===== src/pkg/isacd_pkg.sv =====
// Package of opcodes, field positions, reset values and timing counts for the subset decoder.
package isacd_pkg;

  // ==========================================================================
  // Major opcodes
  localparam logic [5:0] OP_SPECIAL  = 6'h00;
  localparam logic [5:0] OP_REGIMM   = 6'h01;
  localparam logic [5:0] OP_SYSCOP   = 6'h10;
  localparam logic [5:0] OP_FPCOP    = 6'h11;
  localparam logic [5:0] OP_SECOND_COPROCESSOR_OPCODE     = 6'h12;
  localparam logic [5:0] OP_FPCOP_X  = 6'h13;
  localparam logic [5:0] OP_SECOND_SPECIAL_MAJOR_OPCODE = 6'h1c;
  localparam logic [5:0] OP_LOAD_WORD_COPROC_TWO     = 6'h32;
  localparam logic [5:0] OP_LOAD_DWORD_COPROC_TWO     = 6'h36;
  localparam logic [5:0] OP_STORE_WORD_COPROC_TWO     = 6'h3a;
  localparam logic [5:0] OP_STORE_DWORD_COPROC_TWO     = 6'h3e;
  localparam logic [5:0] OP_ADDIU    = 6'h09;
  localparam logic [5:0] OP_UNUSED   = 6'h3b;

  // ==========================================================================
  // Function codes of the first special opcode
  localparam logic [5:0] FN_MOVCI = 6'h01;
  localparam logic [5:0] FN_MFHI  = 6'h10;
  localparam logic [5:0] FN_MTHI  = 6'h11;
  localparam logic [5:0] FN_MFLO  = 6'h12;
  localparam logic [5:0] FN_MTLO  = 6'h13;

  // ==========================================================================
  // Format field values of the floating point coprocessor
  localparam logic [4:0] FMT_S  = 5'h10;
  localparam logic [4:0] FMT_D  = 5'h11;
  localparam logic [4:0] FMT_W  = 5'h14;
  localparam logic [4:0] FMT_L  = 5'h15;
  localparam logic [4:0] FMT_PS = 5'h16;
  localparam logic [2:0] FMT3_PS = 3'h6;

  // ==========================================================================
  // System coprocessor operations
  localparam logic [5:0] CO_TLBR  = 6'h01;
  localparam logic [5:0] CO_TLBWI = 6'h02;
  localparam logic [5:0] CO_TLBWR = 6'h06;
  localparam logic [5:0] CO_TLBP  = 6'h08;
  localparam logic [5:0] CO_ERET  = 6'h18;

  // ==========================================================================
  // Processor status register layout and system coprocessor register map
  localparam int          STATUS_SUPV_BIT  = 3;
  localparam logic [31:0] STATUS_RESET     = 32'h0040_0004;
  localparam logic [31:0] STATUS_WR_MASK   = 32'hf7ff_ff1f;
  localparam logic [31:0] SYSCOP_REG_MAP   = 32'hf1ff_ffff;

  // ==========================================================================
  // Multiply and divide unit latencies in clock cycles
  localparam int MUL_CYCLES = 4;
  localparam int DIV_CYCLES = 36;

  // ==========================================================================
  // Alignment masks for the low address bits.
  localparam logic [2:0] ALIGN_BYTE = 3'h0;
  localparam logic [2:0] ALIGN_HALF = 3'h1;
  localparam logic [2:0] ALIGN_WORD = 3'h3;
  localparam logic [2:0] ALIGN_DBL  = 3'h7;

endpackage : isacd_pkg


===== src/design/isacd_hilo_lock.sv =====
// Interlock of the high and low result registers against running multiply and divide work.
`timescale 1ns/1ps
module isacd_hilo_lock
  import isacd_pkg::*;
#(
  parameter int MUL_LAT = MUL_CYCLES,
  parameter int DIV_LAT = DIV_CYCLES
) (
  // Clock and reset
  input  wire logic clk,
  input  wire logic srst,
  // Issue of a multiply or divide operation
  input  wire logic md_issue,
  input  wire logic md_is_div,
  // Use of the result registers by the next instruction
  input  wire logic hilo_use,
  // Interlock state
  output logic      hilo_busy,
  output logic      hilo_stall
);

  // ==========================================================================
  // Busy counter
  logic [7:0] cnt_q;

  // Loads the unit latency on issue and counts down to idle.
  always_ff @(posedge clk) begin
    if (srst) begin
      cnt_q <= 8'h00;
    end else if (md_issue) begin
      cnt_q <= md_is_div ? 8'(DIV_LAT) : 8'(MUL_LAT); // RULE12
    end else if (cnt_q != 8'h00) begin
      cnt_q <= cnt_q - 8'h01;
    end
  end

  // Any access to the result registers waits while the unit works.
  assign hilo_busy  = (cnt_q != 8'h00);
  assign hilo_stall = hilo_busy & hilo_use; // RULE12

  // A new operation always leaves the unit busy on the next cycle.
  chk_issue_busy: assert property (@(posedge clk) disable iff (srst) // RULE12
    md_issue |=> hilo_busy) else $error("Result unit not busy after issue.");

  // A multiply keeps the unit busy for exactly its latency.
  chk_mul_length: assert property (@(posedge clk) disable iff (srst) // RULE12
    md_issue && !md_is_div |=> hilo_busy [*4] ##1 (!hilo_busy || $past(md_issue)))
    else $error("Multiply busy window has the wrong length.");

endmodule // isacd_hilo_lock


===== src/design/isacd_decode.sv =====
// Compliance and subset decoder: legality, exceptions, alignment, status masking and interlock.
// ============================================================================
// Summary of operation
// RULE1 - Every integer instruction decodes as legal.
// RULE2 - Floating point unit optional, with its conditional moves.
// RULE3 - Without wide addressing, addresses stay 32-bit.
// RULE4 - No supervisor mode: status bit three zero.
// RULE5 - Simple mapping unit keeps privileged interface unchanged.
// RULE6 - Translation buffer operations use standard encodings only.
// RULE7 - Reserved register fields carry no function.
// RULE8 - Unused system register encodings stay unassigned.
// RULE9 - Extensions only in sanctioned opcode spaces.
// RULE10 - Omitted instructions raise reserved or unusable exception.
// RULE11 - Alignment checked on effective address only.
// RULE12 - Result registers fully interlocked in hardware.
// RULE13 - Paired single needs a floating point unit.
`timescale 1ns/1ps
module isacd_decode
  import isacd_pkg::*;
#(
  parameter int MUL_LAT = MUL_CYCLES,
  parameter int DIV_LAT = DIV_CYCLES
) (
  // Clock and reset
  input  wire logic        clk,
  input  wire logic        srst,
  // Implementation options
  input  wire logic        fpu_present,
  input  wire logic        ps_present,
  input  wire logic        addr64_impl,
  input  wire logic        supervisor_impl,
  input  wire logic        mmu_is_tlb,
  input  wire logic        second_coprocessor_opcode_present,
  input  wire logic        partner_ext_en,
  // Current mode
  input  wire logic        cu0_usable,
  input  wire logic        cu1_usable,
  input  wire logic        cu2_usable,
  input  wire logic        addr64_enable,
  // Instruction stream
  input  wire logic        instr_valid,
  output logic             instr_ready,
  input  wire logic [31:0] instr,
  input  wire logic [63:0] instr_ea,
  // Decode results
  output logic             dec_valid_q,
  output logic             exc_ri_q,
  output logic             exc_cpu_q,
  output logic [1:0]       exc_cpu_num_q,
  output logic             exc_addr_load_q,
  output logic             exc_addr_store_q,
  output logic             md_op_q,
  output logic             tlb_op_q,
  output logic             second_coprocessor_opcode_op_q,
  output logic             partner_op_q,
  output logic             ps_op_q,
  output logic             syscop_reg_ok_q,
  output logic             mmu_addr64_q,
  // Processor status register
  input  wire logic        status_wr,
  input  wire logic [31:0] status_wdata,
  output logic [31:0]      status_rdata,
  // Result register interlock
  output logic             hilo_busy
);

  // ==========================================================================
  // Instruction fields
  logic [5:0] op;
  logic [4:0] rs;
  logic [4:0] rt;
  logic [4:0] rd;
  logic [5:0] fn;
  logic       accept;
  logic       hilo_stall;
  logic       ps_ok;
  logic       addr64_eff;

  assign op = instr[31:26];
  assign rs = instr[25:21];
  assign rt = instr[20:16];
  assign rd = instr[15:11];
  assign fn = instr[5:0];

  // Paired single exists only on top of a present floating point unit.
  assign ps_ok      = fpu_present & ps_present; // RULE13
  // Wide addressing is off for good when the option is absent.
  assign addr64_eff = addr64_impl & addr64_enable; // RULE3

  // ==========================================================================
  // Combinational decode
  logic       ri;
  logic       cpu;
  logic [1:0] cpu_num;
  logic       is_ld;
  logic       is_st;
  logic [2:0] align;
  logic       md_issue;
  logic       md_div;
  logic       hilo_use;
  logic       tlb;
  logic       c2;
  logic       partner;
  logic       ps;
  logic       cp0_reg;

  // Classifies the instruction and chooses the exception for omitted parts.
  always_comb begin
    ri       = 1'b0;
    cpu      = 1'b0;
    cpu_num  = 2'h0;
    is_ld    = 1'b0;
    is_st    = 1'b0;
    align    = ALIGN_BYTE;
    md_issue = 1'b0;
    md_div   = 1'b0;
    hilo_use = 1'b0;
    tlb      = 1'b0;
    c2       = 1'b0;
    partner  = 1'b0;
    ps       = 1'b0;
    cp0_reg  = 1'b0;
    unique case (op)
      OP_SPECIAL: begin
        unique case (fn)
          6'h05, 6'h0e, 6'h15, 6'h28, 6'h29, 6'h35, 6'h37, 6'h39, 6'h3d: ri = 1'b1; // RULE10
          FN_MOVCI: begin
            if (!cu1_usable) begin
              cpu     = 1'b1; // RULE2
              cpu_num = 2'h1;
            end else if (!fpu_present) begin
              ri = 1'b1; // RULE2
            end
          end
          FN_MFHI, FN_MTHI, FN_MFLO, FN_MTLO: hilo_use = 1'b1; // RULE12
          6'h18, 6'h19, 6'h1a, 6'h1b, 6'h1c, 6'h1d, 6'h1e, 6'h1f: begin
            hilo_use = 1'b1; // RULE12
            md_issue = 1'b1;
            md_div   = fn[1];
          end
          default: ri = 1'b0; // RULE1
        endcase
      end
      OP_REGIMM: begin
        unique case (rt)
          5'h00, 5'h01, 5'h02, 5'h03, 5'h08, 5'h09, 5'h0a, 5'h0b, 5'h0c, 5'h0e,
          5'h10, 5'h11, 5'h12, 5'h13: ri = 1'b0; // RULE1
          default: ri = 1'b1; // RULE10
        endcase
      end
      OP_SYSCOP: begin
        if (!cu0_usable) begin
          cpu = 1'b1; // RULE10
        end else if (rs == 5'h00 || rs == 5'h01 || rs == 5'h04 || rs == 5'h05) begin
          cp0_reg = SYSCOP_REG_MAP[rd]; // RULE8
        end else if (rs[4]) begin
          unique case (fn)
            CO_TLBR, CO_TLBWI, CO_TLBWR, CO_TLBP: tlb = 1'b1; // RULE5
            CO_ERET: ri = 1'b0;
            default: ri = 1'b1; // RULE8
          endcase
        end else begin
          ri = 1'b1; // RULE10
        end
      end
      OP_FPCOP, OP_FPCOP_X, 6'h31, 6'h35, 6'h39, 6'h3d: begin
        if (!cu1_usable) begin
          cpu     = 1'b1; // RULE10
          cpu_num = 2'h1;
        end else if (!fpu_present) begin
          ri = 1'b1; // RULE2
        end else if (op == OP_FPCOP) begin
          unique case (rs)
            5'h00, 5'h01, 5'h02, 5'h04, 5'h05, 5'h06, 5'h08,
            FMT_S, FMT_D, FMT_W, FMT_L: ri = 1'b0; // RULE2
            FMT_PS: begin
              ps = 1'b1;
              ri = !ps_ok; // RULE13
            end
            default: ri = 1'b1; // RULE10
          endcase
        end else if (op == OP_FPCOP_X) begin
          is_ld = (fn == 6'h00) || (fn == 6'h01);
          is_st = (fn == 6'h08) || (fn == 6'h09);
          align = fn[0] ? ALIGN_DBL : ALIGN_WORD; // RULE11
          if (fn[5] && fn[2:0] == FMT3_PS) begin
            ps = 1'b1;
            ri = !ps_ok; // RULE13
          end
        end else begin
          is_ld = !op[3];
          is_st = op[3];
          align = op[2] ? ALIGN_DBL : ALIGN_WORD; // RULE11
        end
      end
      OP_SECOND_COPROCESSOR_OPCODE, OP_LOAD_WORD_COPROC_TWO, OP_LOAD_DWORD_COPROC_TWO, OP_STORE_WORD_COPROC_TWO, OP_STORE_DWORD_COPROC_TWO: begin
        if (!cu2_usable) begin
          cpu     = 1'b1; // RULE10
          cpu_num = 2'h2;
        end else if (!second_coprocessor_opcode_present) begin
          ri = 1'b1; // RULE10
        end else begin
          c2    = 1'b1; // RULE9
          is_ld = (op != OP_SECOND_COPROCESSOR_OPCODE) && !op[3];
          is_st = (op != OP_SECOND_COPROCESSOR_OPCODE) && op[3];
          align = op[2] ? ALIGN_DBL : ALIGN_WORD;
        end
      end
      OP_SECOND_SPECIAL_MAJOR_OPCODE: begin
        unique case (fn)
          6'h00, 6'h01, 6'h04, 6'h05, 6'h02: begin
            hilo_use = 1'b1; // RULE12
            md_issue = 1'b1;
          end
          6'h20, 6'h21, 6'h24, 6'h25: ri = 1'b0; // RULE1
          default: begin
            partner = partner_ext_en; // RULE9
            ri      = !partner_ext_en;
          end
        endcase
      end
      6'h1d, 6'h1e, 6'h1f, OP_UNUSED: ri = 1'b1; // RULE9
      default: begin
        // Remaining major opcodes are integer instructions, all implemented.
        is_ld = (op[5:3] == 3'h4) || (op == 6'h30) || (op == 6'h34) || (op == 6'h37);
        is_st = (op[5:3] == 3'h5 && op != 6'h2f) || (op == 6'h38) || (op == 6'h3c) ||
                (op == 6'h3f); // RULE1
        unique case (op)
          6'h21, 6'h25, 6'h29:                      align = ALIGN_HALF;
          6'h23, 6'h27, 6'h2b, 6'h30, 6'h38:        align = ALIGN_WORD;
          6'h34, 6'h37, 6'h3c, 6'h3f:               align = ALIGN_DBL;
          default:                                  align = ALIGN_BYTE;
        endcase
      end
    endcase
  end

  // ==========================================================================
  // Address checks
  logic ea_compat;
  logic ea_misalign;
  logic ea_bad;

  // Only the effective address is tested, never the base register.
  assign ea_misalign = |(instr_ea[2:0] & align); // RULE11
  // Without wide addressing the address must be a sign-extended 32-bit one.
  assign ea_compat   = (&instr_ea[63:31]) | ~(|instr_ea[63:31]); // RULE3
  assign ea_bad      = ea_misalign | (!addr64_eff & !ea_compat);

  // ==========================================================================
  // Handshake and interlock
  assign accept      = instr_valid & !hilo_stall;
  assign instr_ready = !hilo_stall; // RULE12

  isacd_hilo_lock #(
    .MUL_LAT (MUL_LAT),
    .DIV_LAT (DIV_LAT)
  ) u_hilo_lock (
    .clk        (clk),
    .srst       (srst),
    .md_issue   (accept & md_issue & !ri & !cpu),
    .md_is_div  (md_div),
    .hilo_use   (instr_valid & hilo_use),
    .hilo_busy  (hilo_busy),
    .hilo_stall (hilo_stall)
  );

  // ==========================================================================
  // Registered decode results
  always_ff @(posedge clk) begin
    if (srst) begin
      dec_valid_q      <= 1'b0;
      exc_ri_q         <= 1'b0;
      exc_cpu_q        <= 1'b0;
      exc_cpu_num_q    <= 2'h0;
      exc_addr_load_q  <= 1'b0;
      exc_addr_store_q <= 1'b0;
    end else begin
      dec_valid_q      <= accept;
      exc_ri_q         <= accept & ri & !cpu; // RULE10
      exc_cpu_q        <= accept & cpu;
      exc_cpu_num_q    <= accept ? cpu_num : 2'h0;
      exc_addr_load_q  <= accept & !ri & !cpu & is_ld & ea_bad; // RULE11
      exc_addr_store_q <= accept & !ri & !cpu & is_st & ea_bad;
    end
  end

  // Dispatch flags for the units that carry out the operation.
  always_ff @(posedge clk) begin
    if (srst) begin
      md_op_q         <= 1'b0;
      tlb_op_q        <= 1'b0;
      second_coprocessor_opcode_op_q       <= 1'b0;
      partner_op_q    <= 1'b0;
      ps_op_q         <= 1'b0;
      syscop_reg_ok_q <= 1'b0;
    end else begin
      md_op_q         <= accept & md_issue;
      tlb_op_q        <= accept & tlb & mmu_is_tlb; // RULE6
      second_coprocessor_opcode_op_q       <= accept & c2;
      partner_op_q    <= accept & partner;
      ps_op_q         <= accept & ps & ps_ok;
      syscop_reg_ok_q <= accept & cp0_reg; // RULE8
    end
  end

  // The translation unit is told whether wide addressing is in force.
  always_ff @(posedge clk) begin
    if (srst) begin
      mmu_addr64_q <= 1'b0;
    end else begin
      mmu_addr64_q <= addr64_eff; // RULE3
    end
  end

  // ==========================================================================
  // Processor status register
  logic [31:0] status_q;
  logic [31:0] status_mask;

  // Reserved bits, and the supervisor bit when absent, never store a value.
  always_comb begin
    status_mask = STATUS_WR_MASK; // RULE7
    status_mask[STATUS_SUPV_BIT] = supervisor_impl; // RULE4
  end

  // Holds the writable status bits.
  always_ff @(posedge clk) begin
    if (srst) begin
      status_q <= STATUS_RESET & STATUS_WR_MASK;
    end else if (status_wr) begin
      status_q <= status_wdata & status_mask; // RULE4
    end
  end

  assign status_rdata = status_q & status_mask; // RULE4

  // ==========================================================================
  // Checks
  chk_supv_bit_zero: assert property (@(posedge clk) disable iff (srst) // RULE4
    !supervisor_impl |-> !status_rdata[STATUS_SUPV_BIT])
    else $error("Status bit three visible without supervisor mode.");

  chk_ps_needs_fpu: assert property (@(posedge clk) disable iff (srst) // RULE13
    accept && op == OP_FPCOP && rs == FMT_PS && !ps_ok |=> exc_ri_q || exc_cpu_q)
    else $error("Paired single accepted without support.");

  chk_fp_move_gone: assert property (@(posedge clk) disable iff (srst) // RULE2
    accept && op == OP_SPECIAL && fn == FN_MOVCI && !cu1_usable
    |=> exc_cpu_q && exc_cpu_num_q == 2'h1)
    else $error("Floating point move did not raise unusable exception.");

  chk_word_align: assert property (@(posedge clk) disable iff (srst) // RULE11
    accept && op == 6'h23 && instr_ea[1:0] != 2'h0 |=> exc_addr_load_q)
    else $error("Misaligned word load not flagged.");

  chk_addr_narrow: assert property (@(posedge clk) disable iff (srst) // RULE3
    accept && op == 6'h20 && !addr64_impl && !ea_compat |=> exc_addr_load_q)
    else $error("Wide address used without wide addressing.");

  chk_unused_op: assert property (@(posedge clk) disable iff (srst) // RULE10
    accept && op == OP_UNUSED |=> exc_ri_q && !exc_cpu_q)
    else $error("Unused opcode not reserved.");

  chk_int_legal: assert property (@(posedge clk) disable iff (srst) // RULE1
    accept && op == OP_ADDIU |=> !exc_ri_q && !exc_cpu_q)
    else $error("Integer instruction refused.");

  chk_partner_gate: assert property (@(posedge clk) disable iff (srst) // RULE9
    accept && op == OP_SECOND_SPECIAL_MAJOR_OPCODE && fn == 6'h3e && !partner_ext_en
    |=> exc_ri_q && !partner_op_q)
    else $error("Partner function accepted while disabled.");

  chk_hilo_wait: assert property (@(posedge clk) disable iff (srst) // RULE12
    hilo_busy && instr_valid && op == OP_SPECIAL && fn == FN_MFLO |-> !instr_ready)
    else $error("Result read not held during multiply.");

  chk_tlb_iface: assert property (@(posedge clk) disable iff (srst) // RULE5
    accept && op == OP_SYSCOP && rs[4] && fn == CO_TLBWI && cu0_usable
    |=> !exc_ri_q && tlb_op_q == $past(mmu_is_tlb))
    else $error("Translation operation decoded differently with simple mapping.");

endmodule // isacd_decode


===== config.mk =====
export PLATFORM = sky130hd
export DESIGN_NAME = isacd_decode
export DESIGN_NICKNAME = d
export VERILOG_FILES = /design/src/pkg/isacd_pkg.sv /design/src/design/isacd_hilo_lock.sv /design/src/design/isacd_decode.sv
export SDC_FILE = /design/constraint.sdc
export NUM_CORES = 1
export LEC_CHECK = 0
export ABC_CLOCK_PERIOD_IN_PS = 2400
export BUFFER_PORTS_ARGS = -buffer_cell sky130_fd_sc_hd__buf_4
export CORE_MARGIN = 2
export CORE_UTILIZATION = 43
export DETAILED_ROUTE_END_ITERATION = 8
export PLACE_DENSITY = 0.81
export SLEW_MARGIN = 20
export SYNTH_ARGS = -nofsm -noshare
export SYNTH_HDL_FRONTEND = slang
export SYNTH_SLANG_ARGS = --single-unit
export TNS_END_PERCENT = 5

===== constraint.sdc =====
create_clock -name clk -period 2.4 [get_ports clk]
set_input_delay 0.24 -clock clk [delete_from_list [all_inputs] [get_ports clk]]
set_output_delay 0.24 -clock clk [all_outputs]
set_load 0.1 [all_outputs]

==> results of run 1 <==
==> stage by stage <==
stage / instance area (um2) / setup slack [ns] / power (uW)
floorplan: 3023 / 0.2224 / 1822
global placement: 3928 / 0.1748 / 2021
detailed placement: 3928 / 0.1400 / 2055
CTS: 4036 / 0.003340 / 2620
global route: 4061 / 0.003129 / 2749
finish: 4061 / 0.1101 / 2610
==> sequential cells by signal, indices dropped and copies added (netlist names) <==
register                        flops
exc_addr_load_q                     1
syscop_reg_ok_q                     1
exc_ri_q                            1
tlb_op_q                            1
exc_cpu_q                           1
u_hilo_lock.cnt_q                   8
ps_op_q                             1
mmu_addr64_q                        1
md_op_q                             1
dec_valid_q                         1
second_coprocessor_opcode_op_q      1
exc_cpu_num_q                       2
status_q                           28
partner_op_q                        1
exc_addr_store_q                    1
==> critical path, delay by kind of cell, from the launching register on <==
kind / cells / cell delay, ns
AOI/OAI and AO/OA: 1 / 0.10
DFF: 1 / 0.34
adders and majority gates: 1 / 0.20
buffers and inverters: 3 / 0.32
and+or+nand+nor: 3 / 0.78
==> power breakdown <==
group,switching (uW),internal [uW]
Sequential,57.7,909
Combinational,681,397
Clock,259,307
Total,998,1610
==> kinds of logic after synthesis <==
family	after synthesis
multiplexers	26
XOR/XNOR	4
flip-flops	50
adder cells (fa/ha/maj)	1
AO/OA/AOI/OAI	61
AND/OR/NAND/NOR	165
buffers and inverters	60
other	1
==> final timing paths <==
path	start	end
worst max-delay path	u_hilo_lock.cnt_q[0]	instr_ready
worst min register to register	status_q[3]	status_q[3]
worst max register to register	u_hilo_lock.cnt_q[0]	exc_addr_load_q
worst min-delay path	cu2_usable	exc_cpu_num_q[1]
==> area by class of cell <==
type	count	area [um2]	area share, %
multi-input cells	261	1669	41.10
repair buffers	148	1124	27.66
flip-flops and latches	50	1001	24.65
well taps	96	120.1	2.957
clock buffers	5	68.82	1.694
clock inverters	3	40.04	0.9858
inverters	9	38.79	0.9550
==> cell usage after synthesis, types with 3 or more instances <==
library cell  count
dfxtp_1          50
mux2i_1          25
and4_1            3
o211ai_1          6
o21ai_0          11
and2_1            3
nor3b_1           5
xnor2_1           3
or4_1             3
a211o_1           4
a211oi_1          5
and3_1            3
a31oi_1           3
nor2_1           48
nand4_1          11
buf_4            31
nand2b_1          7
nor2b_1           5
clkbuf_1         13
nand3_1          10
a21oi_1          13
buf_2             3
nand2_1          22
inv_1             8
nor4_1           14
nor3_1           13
==> metal layers <==
| metal | track usage (%) | up-vias |
|---|---|---|
| li1 | - | 1517 |
| met1 | 22.68 | 1380 |
| met2 | 34.85 | 118 |
| met3 | 4.430 | 12 |
| met4 | 5.455 | 0 |
| met5 | 0 | - |
==> run metrics, run 1 <==
outcome completed; VDD IR-drop max between 300 and 400 uV; total grt overflow 0; 1st-pass router iterations 4; filler instances 615; RSZ-0062 raised after global routing false; leak pwr 0.001825 uW; synthesis warning total 0; XOR/XNOR Fraction of Synth Area between 1 and 1.5%; PostCTS Resize Cnt 0; # diodes 0; worst reg-to-reg path cell count 10; share of the clock period used by the worst path between 90% and 100%; simple logic cell fraction of the synthesized area 30.27%; clk buf depth 2; Die X between 80 and 90 um; layout cells sized above 1 between 30% and 40%; mux contribution to synthesized area ~8.7%; final setup fails 0; Most used DFF post-synth dfxtp_1; Die Ht 87.66 um; count of final max-slew check failures 0; row cnt 30; CTS Buf Count 5; largest family of logic cells by synthesized area simple AND/OR/NAND/NOR gates; hold_buf cts 0; clock-pin slew on the worst setup and hold paths about 0.090 ns; CP endpoint kind output pin; first-pass GRT wire length ~12000 um; H-tree Lvls 2; global placement routability congestion approximately 0.86; Hold Slack between 0.1 and 0.15 ns; Remaining DRCs 0; Hold Crit Class in -> reg; CP max FO 9; DRT antenna net count 0; synthesized flop and latch total 50; clock sinks 50; worst skew pair latency around 0.29 ns; synthesized area between 3000 and 4000 um2; vias in the first global route around 2.8k; max-cap violation count 0; core area roughly 6800 um2; Syn Inst Count about 370; top sig layer met4; Fmax around 440 MHz; Synth top area share about a third; IO Pins ~190; EDFF count, synth 0; NumNets Final between 600 and 700; most frequent cells in the layout buf_4, dfxtp_1, nor2_1, mux2i_1, nand2_1; Compound-Gate Fraction of Synth Area 13.93%; worst path cell trace inv_1, ha_2, or4b_4, nand2b_4, o21ai_4, inv_1, nand2_2, buf_12; WP data required roughly 2.2 ns; Layout Cells excl Fill between 500 and 600; cell count after placement between 500 and 600; most used cell, CP inv_1; WL final 7603 um; synth top area cells dfxtp_1, mux2i_1, buf_4; crit-path max cell delay around 0.49 ns; CTS root buf clkbuf_8; Area Growth Syn to Fin 34.97%; number of port buffers about 150; DP Wirelength approximately 6100 um; Tmin final roughly 2.3 ns; WL met1 roughly 3100 um; post-CTS setup buffer count 0; critical path's slowest cell or4b_4; flop2flop setup slack ~0.26 ns; Yosys top cell by area dfxtp_1; initial antenna violation count 0; Avg WL per Cell ~13 um; Crit Path Class reg -> out; Post-Synth Adder-Cell Area less than 1%; sequential area share after synthesis between 30% and 40%; vias per cell roughly 5.3; Hold Vio Cnt, Final 0; final core occ 59.78%; routed wl met2 between 3000 and 4000 um; GRT Util Overall around a fifth; setup TNS 0 ns; metal3 WL roughly 500 um; CTS tree done; Vias 3027; Initial Utilization about 44%; Die Area a little under 8000 um2; Final Skew between 0.004 and 0.005 ns; WP data arrival approximately 2.1 ns; Worst setup SP type flip-flop; 1st-iter DRT viols 79; commonest non-fill, non-tap cell in the layout buf_4; FFs w/ async S/R, synth 0%; largest net degree at the start of global routing 33; syn_area_per_cell between 8 and 9 um2; Hold Path Stages 2; pwr dens between 600 and 700 nW/um2; post-synth cell types 62
No activity file was read; power rests on OpenSTA's default activity.
==> run 2: changes to the inputs <==
ABC_CLOCK_PERIOD_IN_PS = 2900   (was 2400)
CORE_UTILIZATION = 46   (was 43)
PLACE_DENSITY = 0.86   (was 0.81)
clock period = 2.9 ns   (was 2.4 ns; I/O delays follow)
==> run 2 against run 1 <==
Net effect: combinational power is 18% lower; utilization up 3.4 points; highest routed layer unchanged; clock power down 15%; wire length increased by 5.7%; die area fell by 6.2%; total power down 17%; clock skew up 0.0018 ns; sequential power down 17%; via count is 0.86% higher; critical path type unchanged; cell count fell by 3.3%.
==> run metrics, run 2 (synthesis results as in run 1) <==
cell count after placement 545 (was 564); register share of total power 37.1% (was 37.0%); filler instances 558 (was 615); Area Growth Syn to Fin 33.31% (was 34.97%); clock-pin slew on the worst setup and hold paths 0.09 ns (about the same); Setup WS post-layout 0.4947 ns (was 0.1101 ns); final setup fails 0 (unchanged); DP Wirelength 6475 um (was 6124 um); largest net degree at the start of global routing 33 (unchanged); 1st-pass router iterations 4 (unchanged); H-tree Lvls 2 (unchanged); count of final max-slew check failures 0 (unchanged); Vias 3053 (was 3027); setup TNS 0 ns (unchanged); most frequent cells in the layout buf_4, dfxtp_1, nor2_1, mux2i_1, nand2_1 (unchanged); 1st-iter DRT viols 124 (was 79); Initial Utilization 47.39% (was 44.29%); outcome completed (unchanged); max reg flops 28 (unchanged); Remaining DRCs 0 (unchanged); commonest non-fill, non-tap cell in the layout buf_4 (unchanged); clock sinks 50 (unchanged); number of port buffers 148 (unchanged); share of the clock period used by the worst path around 83%; Crit Path Class reg -> out (unchanged); Sw Ratio 38.35% (was 38.23%); Layout Cells excl Fill 553 (was 572); vias in the first global route 2887 (was 2811); WP data required 2.61 ns (was 2.16 ns); core area 6350 um2 (was 6794 um2); Hold Crit Class in -> reg (unchanged); WP data arrival 2.12 ns (was 2.05 ns); vias per cell 5.521 (was 5.292); Design Area, Final 4011 um2 (was 4061 um2); CTS root buf clkbuf_8 (unchanged); Regs by FF count status_q x28, u_hilo_lock.cnt_q x8, exc_cpu_num_q x2 (unchanged); row cnt 29 (was 30); Clk pwr share 22.2% (was 21.7%); leak pwr 0.001810 uW (was 0.001825 uW); layout cells sized above 1 35.08% (was 35.92%); WL final 8038 um (was 7603 um); global placement routability congestion 0.8977 (was 0.8568); Comb power frac 40.7% (was 41.3%); DRT antenna net count 0 (unchanged); first-pass GRT wire length 13090 um (was 12100 um); reg-to-reg startpoint u_hilo_lock.cnt_q[0] (unchanged); dpl cell area 3901 um2 (was 3928 um2); most flop-heavy register status_q (unchanged); PostCTS Resize Cnt 0 (unchanged); worst skew pair latency 0.29 ns (about the same); GRT Util Overall 21.91% (was 19.26%); Tmin final about 2.4 ns; pwr dens 539.7 nW/um2 (was 642.7 nW/um2); Net Sw Power 830.3 uW (was 997.8 uW); VDD IR-drop max 325.9 uV (was 308.8 uV); post-CTS setup buffer count 0 (unchanged); Hold Crit Start status_wdata[22] (was cu2_usable); hold_buf cts 0 (unchanged); clk buf depth 2 (unchanged); Int Power 1335 uW (was 1612 uW); # diodes 0 (unchanged); NumNets Final 619 (unchanged); CTS tree done (unchanged); CP max FO 9 (unchanged); initial antenna violation count 0 (unchanged); Post-Place Setup Slack 0.5766 ns (was 0.1400 ns); CP endpoint kind output pin (unchanged); max-cap violation count 0 (unchanged); RSZ-0062 raised after global routing false (unchanged); Avg WL per Cell 14.54 um (was 13.29 um); CP Launch Point u_hilo_lock.cnt_q[0] (unchanged); IO Pins 191 (unchanged); CTS Buf Count 5 (unchanged); Die Area 7205 um2 (was 7683 um2); Die Ht 84.88 um (was 87.66 um); Fmax roughly 420 MHz; Die X 84.88 um (was 87.66 um); Hold Vio Cnt, Final 0 (unchanged); Final Skew 0.006671 ns (was 0.004839 ns); total grt overflow 0 (unchanged); Worst setup SP type flip-flop (unchanged)
==> run 2: changes by cell type in the layout (fill, tap and decap cells not counted), sizes merged <==
cell / change
clkinv: -2
clkinvlp: +1
clkbuf: +1
==> run 2: final cells by class <==
class / instances / area, um2 / area share, %
Sequential cell: 50 / 1001 / 24.95
Clock buffer: 6 / 72.57 / 1.809
Clock inverter: 2 / 37.54 / 0.9357
Multi-Input combinational cell: 261 / 1654 / 41.24
Timing Repair Buffer: 148 / 1111 / 27.70
Inverter: 9 / 38.79 / 0.9669
Tap cell: 77 / 96.34 / 2.402
==> run 2: metal layers <==
layer,vias to the layer above,part of all wire (%),wire length (um),track usage (%)
met5,-,0,0,0
met4,0,2.1,170,8.081
met3,17,7.8,630,3.405
met2,148,49,3957,39.66
met1,1376,41,3280,26.12
li1,1512,-,-,-
==> run 2: final timing paths <==
check / cells after the start / slack (ns) / end
min reg2reg: 2 / 0.48 / status_q[3]
min: 2 / 0.20 / status_q[22]
max reg2reg: 10 / 0.57 / exc_addr_store_q
max: 8 / 0.49 / instr_ready
==> run 2: critical path, cell delays in order (launching register included) <==
cell	delay, ns
dfxtp_1	0.34
inv_1	0.08
ha_1	0.20
or4b_4	0.49
nand2b_4	0.21
o21ai_2	0.11
inv_1	0.06
nand2_1	0.06
buf_4	0.28
==> run 2: power groups by stage <==
stage,Clock (uW),Combinational [uW],Sequential [uW]
CTS,492,882,803
global route,522,946,812
finish,480,882,803
global placement,0,859,811
detailed placement,0,880,818
floorplan,0,680,828
==> run 2: through the flow <==
step | power, uW | hold WS (ns) | util (%)
after global routing | 2280 | 0.1947 | 63.17
after global placement | 1670 | 0.4527 | 61.44
after floorplan | 1508 | 0.3693 | -
after CTS | 2177 | 0.1933 | 63.17
final | 2165 | 0.2037 | 63.17
after detailed placement | 1699 | 0.4690 | 61.44
==> run 3: changes to the inputs <==
ABC_CLOCK_PERIOD_IN_PS = 2000   (was 2900)
CORE_UTILIZATION = 39   (was 46)
PLACE_DENSITY = 0.77   (was 0.86)
clock period = 2 ns   (was 2.9 ns; I/O delays follow)
==> run 3 against run 2 <==
Net effect: highest routed layer unchanged; sequential power rose by 44%; global-route usage fell by 3.1 points; worst hold slack got worse by 0.10 ns; non-clock buffer count grew 24; the flow now finishes with violations (setup timing); cell area is 6.4% higher.
==> run metrics, run 3 (synthesis results as in run 1) <==
Die Ht 91.84 um (was 84.88 um); # diodes 0 (unchanged); layout cells sized above 1 40.00% (was 35.08%); row cnt 32 (was 29); most flop-heavy register status_q (unchanged); Vias 3143 (was 3053); GRT Util Overall 18.80% (was 21.91%); Worst setup SP type flip-flop (unchanged); global placement routability congestion 0.9227 (was 0.8977); filler instances 698 (was 558); 1st-iter DRT viols 111 (was 124); pwr dens 759.4 nW/um2 (was 539.7 nW/um2); RSZ-0062 raised after global routing true (was false); initial antenna violation count 0 (unchanged); clock-pin slew on the worst setup and hold paths 0.09 ns (about the same); CTS root buf clkbuf_8 (unchanged); Crit Path Class reg -> out (unchanged); commonest non-fill, non-tap cell in the layout buf_4 (unchanged); IO Pins 191 (unchanged); first-pass GRT wire length 13090 um (unchanged); vias per cell 5.221 (was 5.521); 1st-pass router iterations 4 (unchanged); dpl cell area 4110 um2 (was 3901 um2); failing checks setup timing; final setup fails 2 (was 0); DRT antenna net count 0 (unchanged); vias in the first global route 2955 (was 2887); Hold Vio Cnt, Final 0 (unchanged); Die Area 8435 um2 (was 7205 um2); largest net degree at the start of global routing 33 (unchanged); H-tree Lvls 2 (unchanged); WP data arrival 1.91 ns (was 2.12 ns); max-cap violation count 0 (unchanged); Hold Crit Class in -> reg (unchanged); CP endpoint kind output pin (unchanged); Final Skew 0.006606 ns (was 0.006671 ns); NumNets Final 643 (was 619); leak pwr 0.001939 uW (was 0.001810 uW); count of final max-slew check failures 0 (unchanged); Tmin final roughly 2.1 ns; CTS Buf Count 5 (unchanged); clock sinks 50 (unchanged); max reg flops 28 (unchanged); VDD IR-drop max 315.2 uV (was 325.9 uV); cell count after placement 592 (was 545); share of the clock period used by the worst path 105.5%; WP data required 1.80 ns (was 2.61 ns); worst skew pair latency 0.29 ns (about the same); Layout Cells excl Fill 602 (was 553); Regs by FF count status_q x28, u_hilo_lock.cnt_q x8, exc_cpu_num_q x2 (unchanged); DP Wirelength 6586 um (was 6475 um); WL final 8157 um (was 8038 um); hold_buf cts 0 (unchanged); Design Area, Final 4268 um2 (was 4011 um2); Remaining DRCs 0 (unchanged); setup TNS -0.1251 ns (was 0 ns); clk buf depth 2 (unchanged); Initial Utilization 39.56% (was 47.39%); Area Growth Syn to Fin 41.83% (was 33.31%); CTS tree done (unchanged); Setup WS post-layout -0.1100 ns (was 0.4947 ns); Die X 91.84 um (was 84.88 um); most frequent cells in the layout buf_4, nor2_1, dfxtp_1, mux2i_1, nand2_1 (was buf_4, dfxtp_1, nor2_1, mux2i_1, nand2_1); Avg WL per Cell 13.55 um (was 14.54 um); CP max FO 2 (was 9); number of port buffers 148 (unchanged); total grt overflow 0 (unchanged); Hold Slack 0.09878 ns (was 0.2037 ns); outcome finished with violations (was completed); Fmax ~470 MHz; core area 7607 um2 (was 6350 um2)
-- run 3: power breakdown --
part           leakage (uW)  internal (uW)  total, uW  switching [uW]
Sequential         0.000411           1090       1160            67.8
Clock             0.0000472            278        582             304
Combinational       0.00148            628       1500             869
-- run 3: worst max-delay path: stages (launching register included) --
cell and delay, ns:
dfxtp_2 0.33, inv_2 0.07, ha_4 0.13, or4b_4 0.46
nand2b_4 0.17, o21ai_4 0.08, buf_6 0.11, inv_2 0.03
nand2_2 0.06, buf_12 0.17
-- run 3: path summary, 6_finish.rpt --
path                          end  cells after the start  slack, ns            startpoint
max                   instr_ready                      9      -0.11  u_hilo_lock.cnt_q[0]
min              exc_cpu_num_q[1]                      2        0.1            cu2_usable
min reg2reg           status_q[3]                      2       0.48           status_q[3]
max reg2reg  u_hilo_lock.cnt_q[1]                     11       0.03  u_hilo_lock.cnt_q[0]
-- run 3: area by class of cell --
cell class,count,area [um2],share of cell area [%]
Multi-Input combinational cell,261,1679,39.34
Timing Repair Buffer,172,1324,31.02
Sequential cell,50,1003,23.51
Tap cell,102,127.6,2.990
Clock buffer,6,82.58,1.935
Inverter,9,38.79,0.9088
Clock inverter,2,12.51,0.2932
-- run 3: metal layers --
layer	share of wire (%)	GRT usage (%)	vias to the layer above
met5	0	0	-
met4	3.4	10.20	0
met3	7.3	3.862	26
met2	48	32.41	150
met1	41	21.77	1416
li1	-	-	1551
-- run 3: repair_timing --
item / in CTS / in global routing
gates resized for setup: 14 / 1
gates cloned: 0 / 0
pin swaps: 2 / 0
buffers inserted: 1 / 1
setup endpoints to repair: 12 / 3
-- run 3: stage by stage --
step | total power (uW) | util, % | worst slack, ns
after floorplan | 2227 | - | -0.09344
after detailed placement | 2587 | 54.03 | -0.06395
final | 3241 | 56.10 | -0.1100
after CTS | 3270 | 55.95 | -0.1273
after global routing | 3442 | 56.10 | -0.1952
after global placement | 2546 | 54.03 | 0.01129
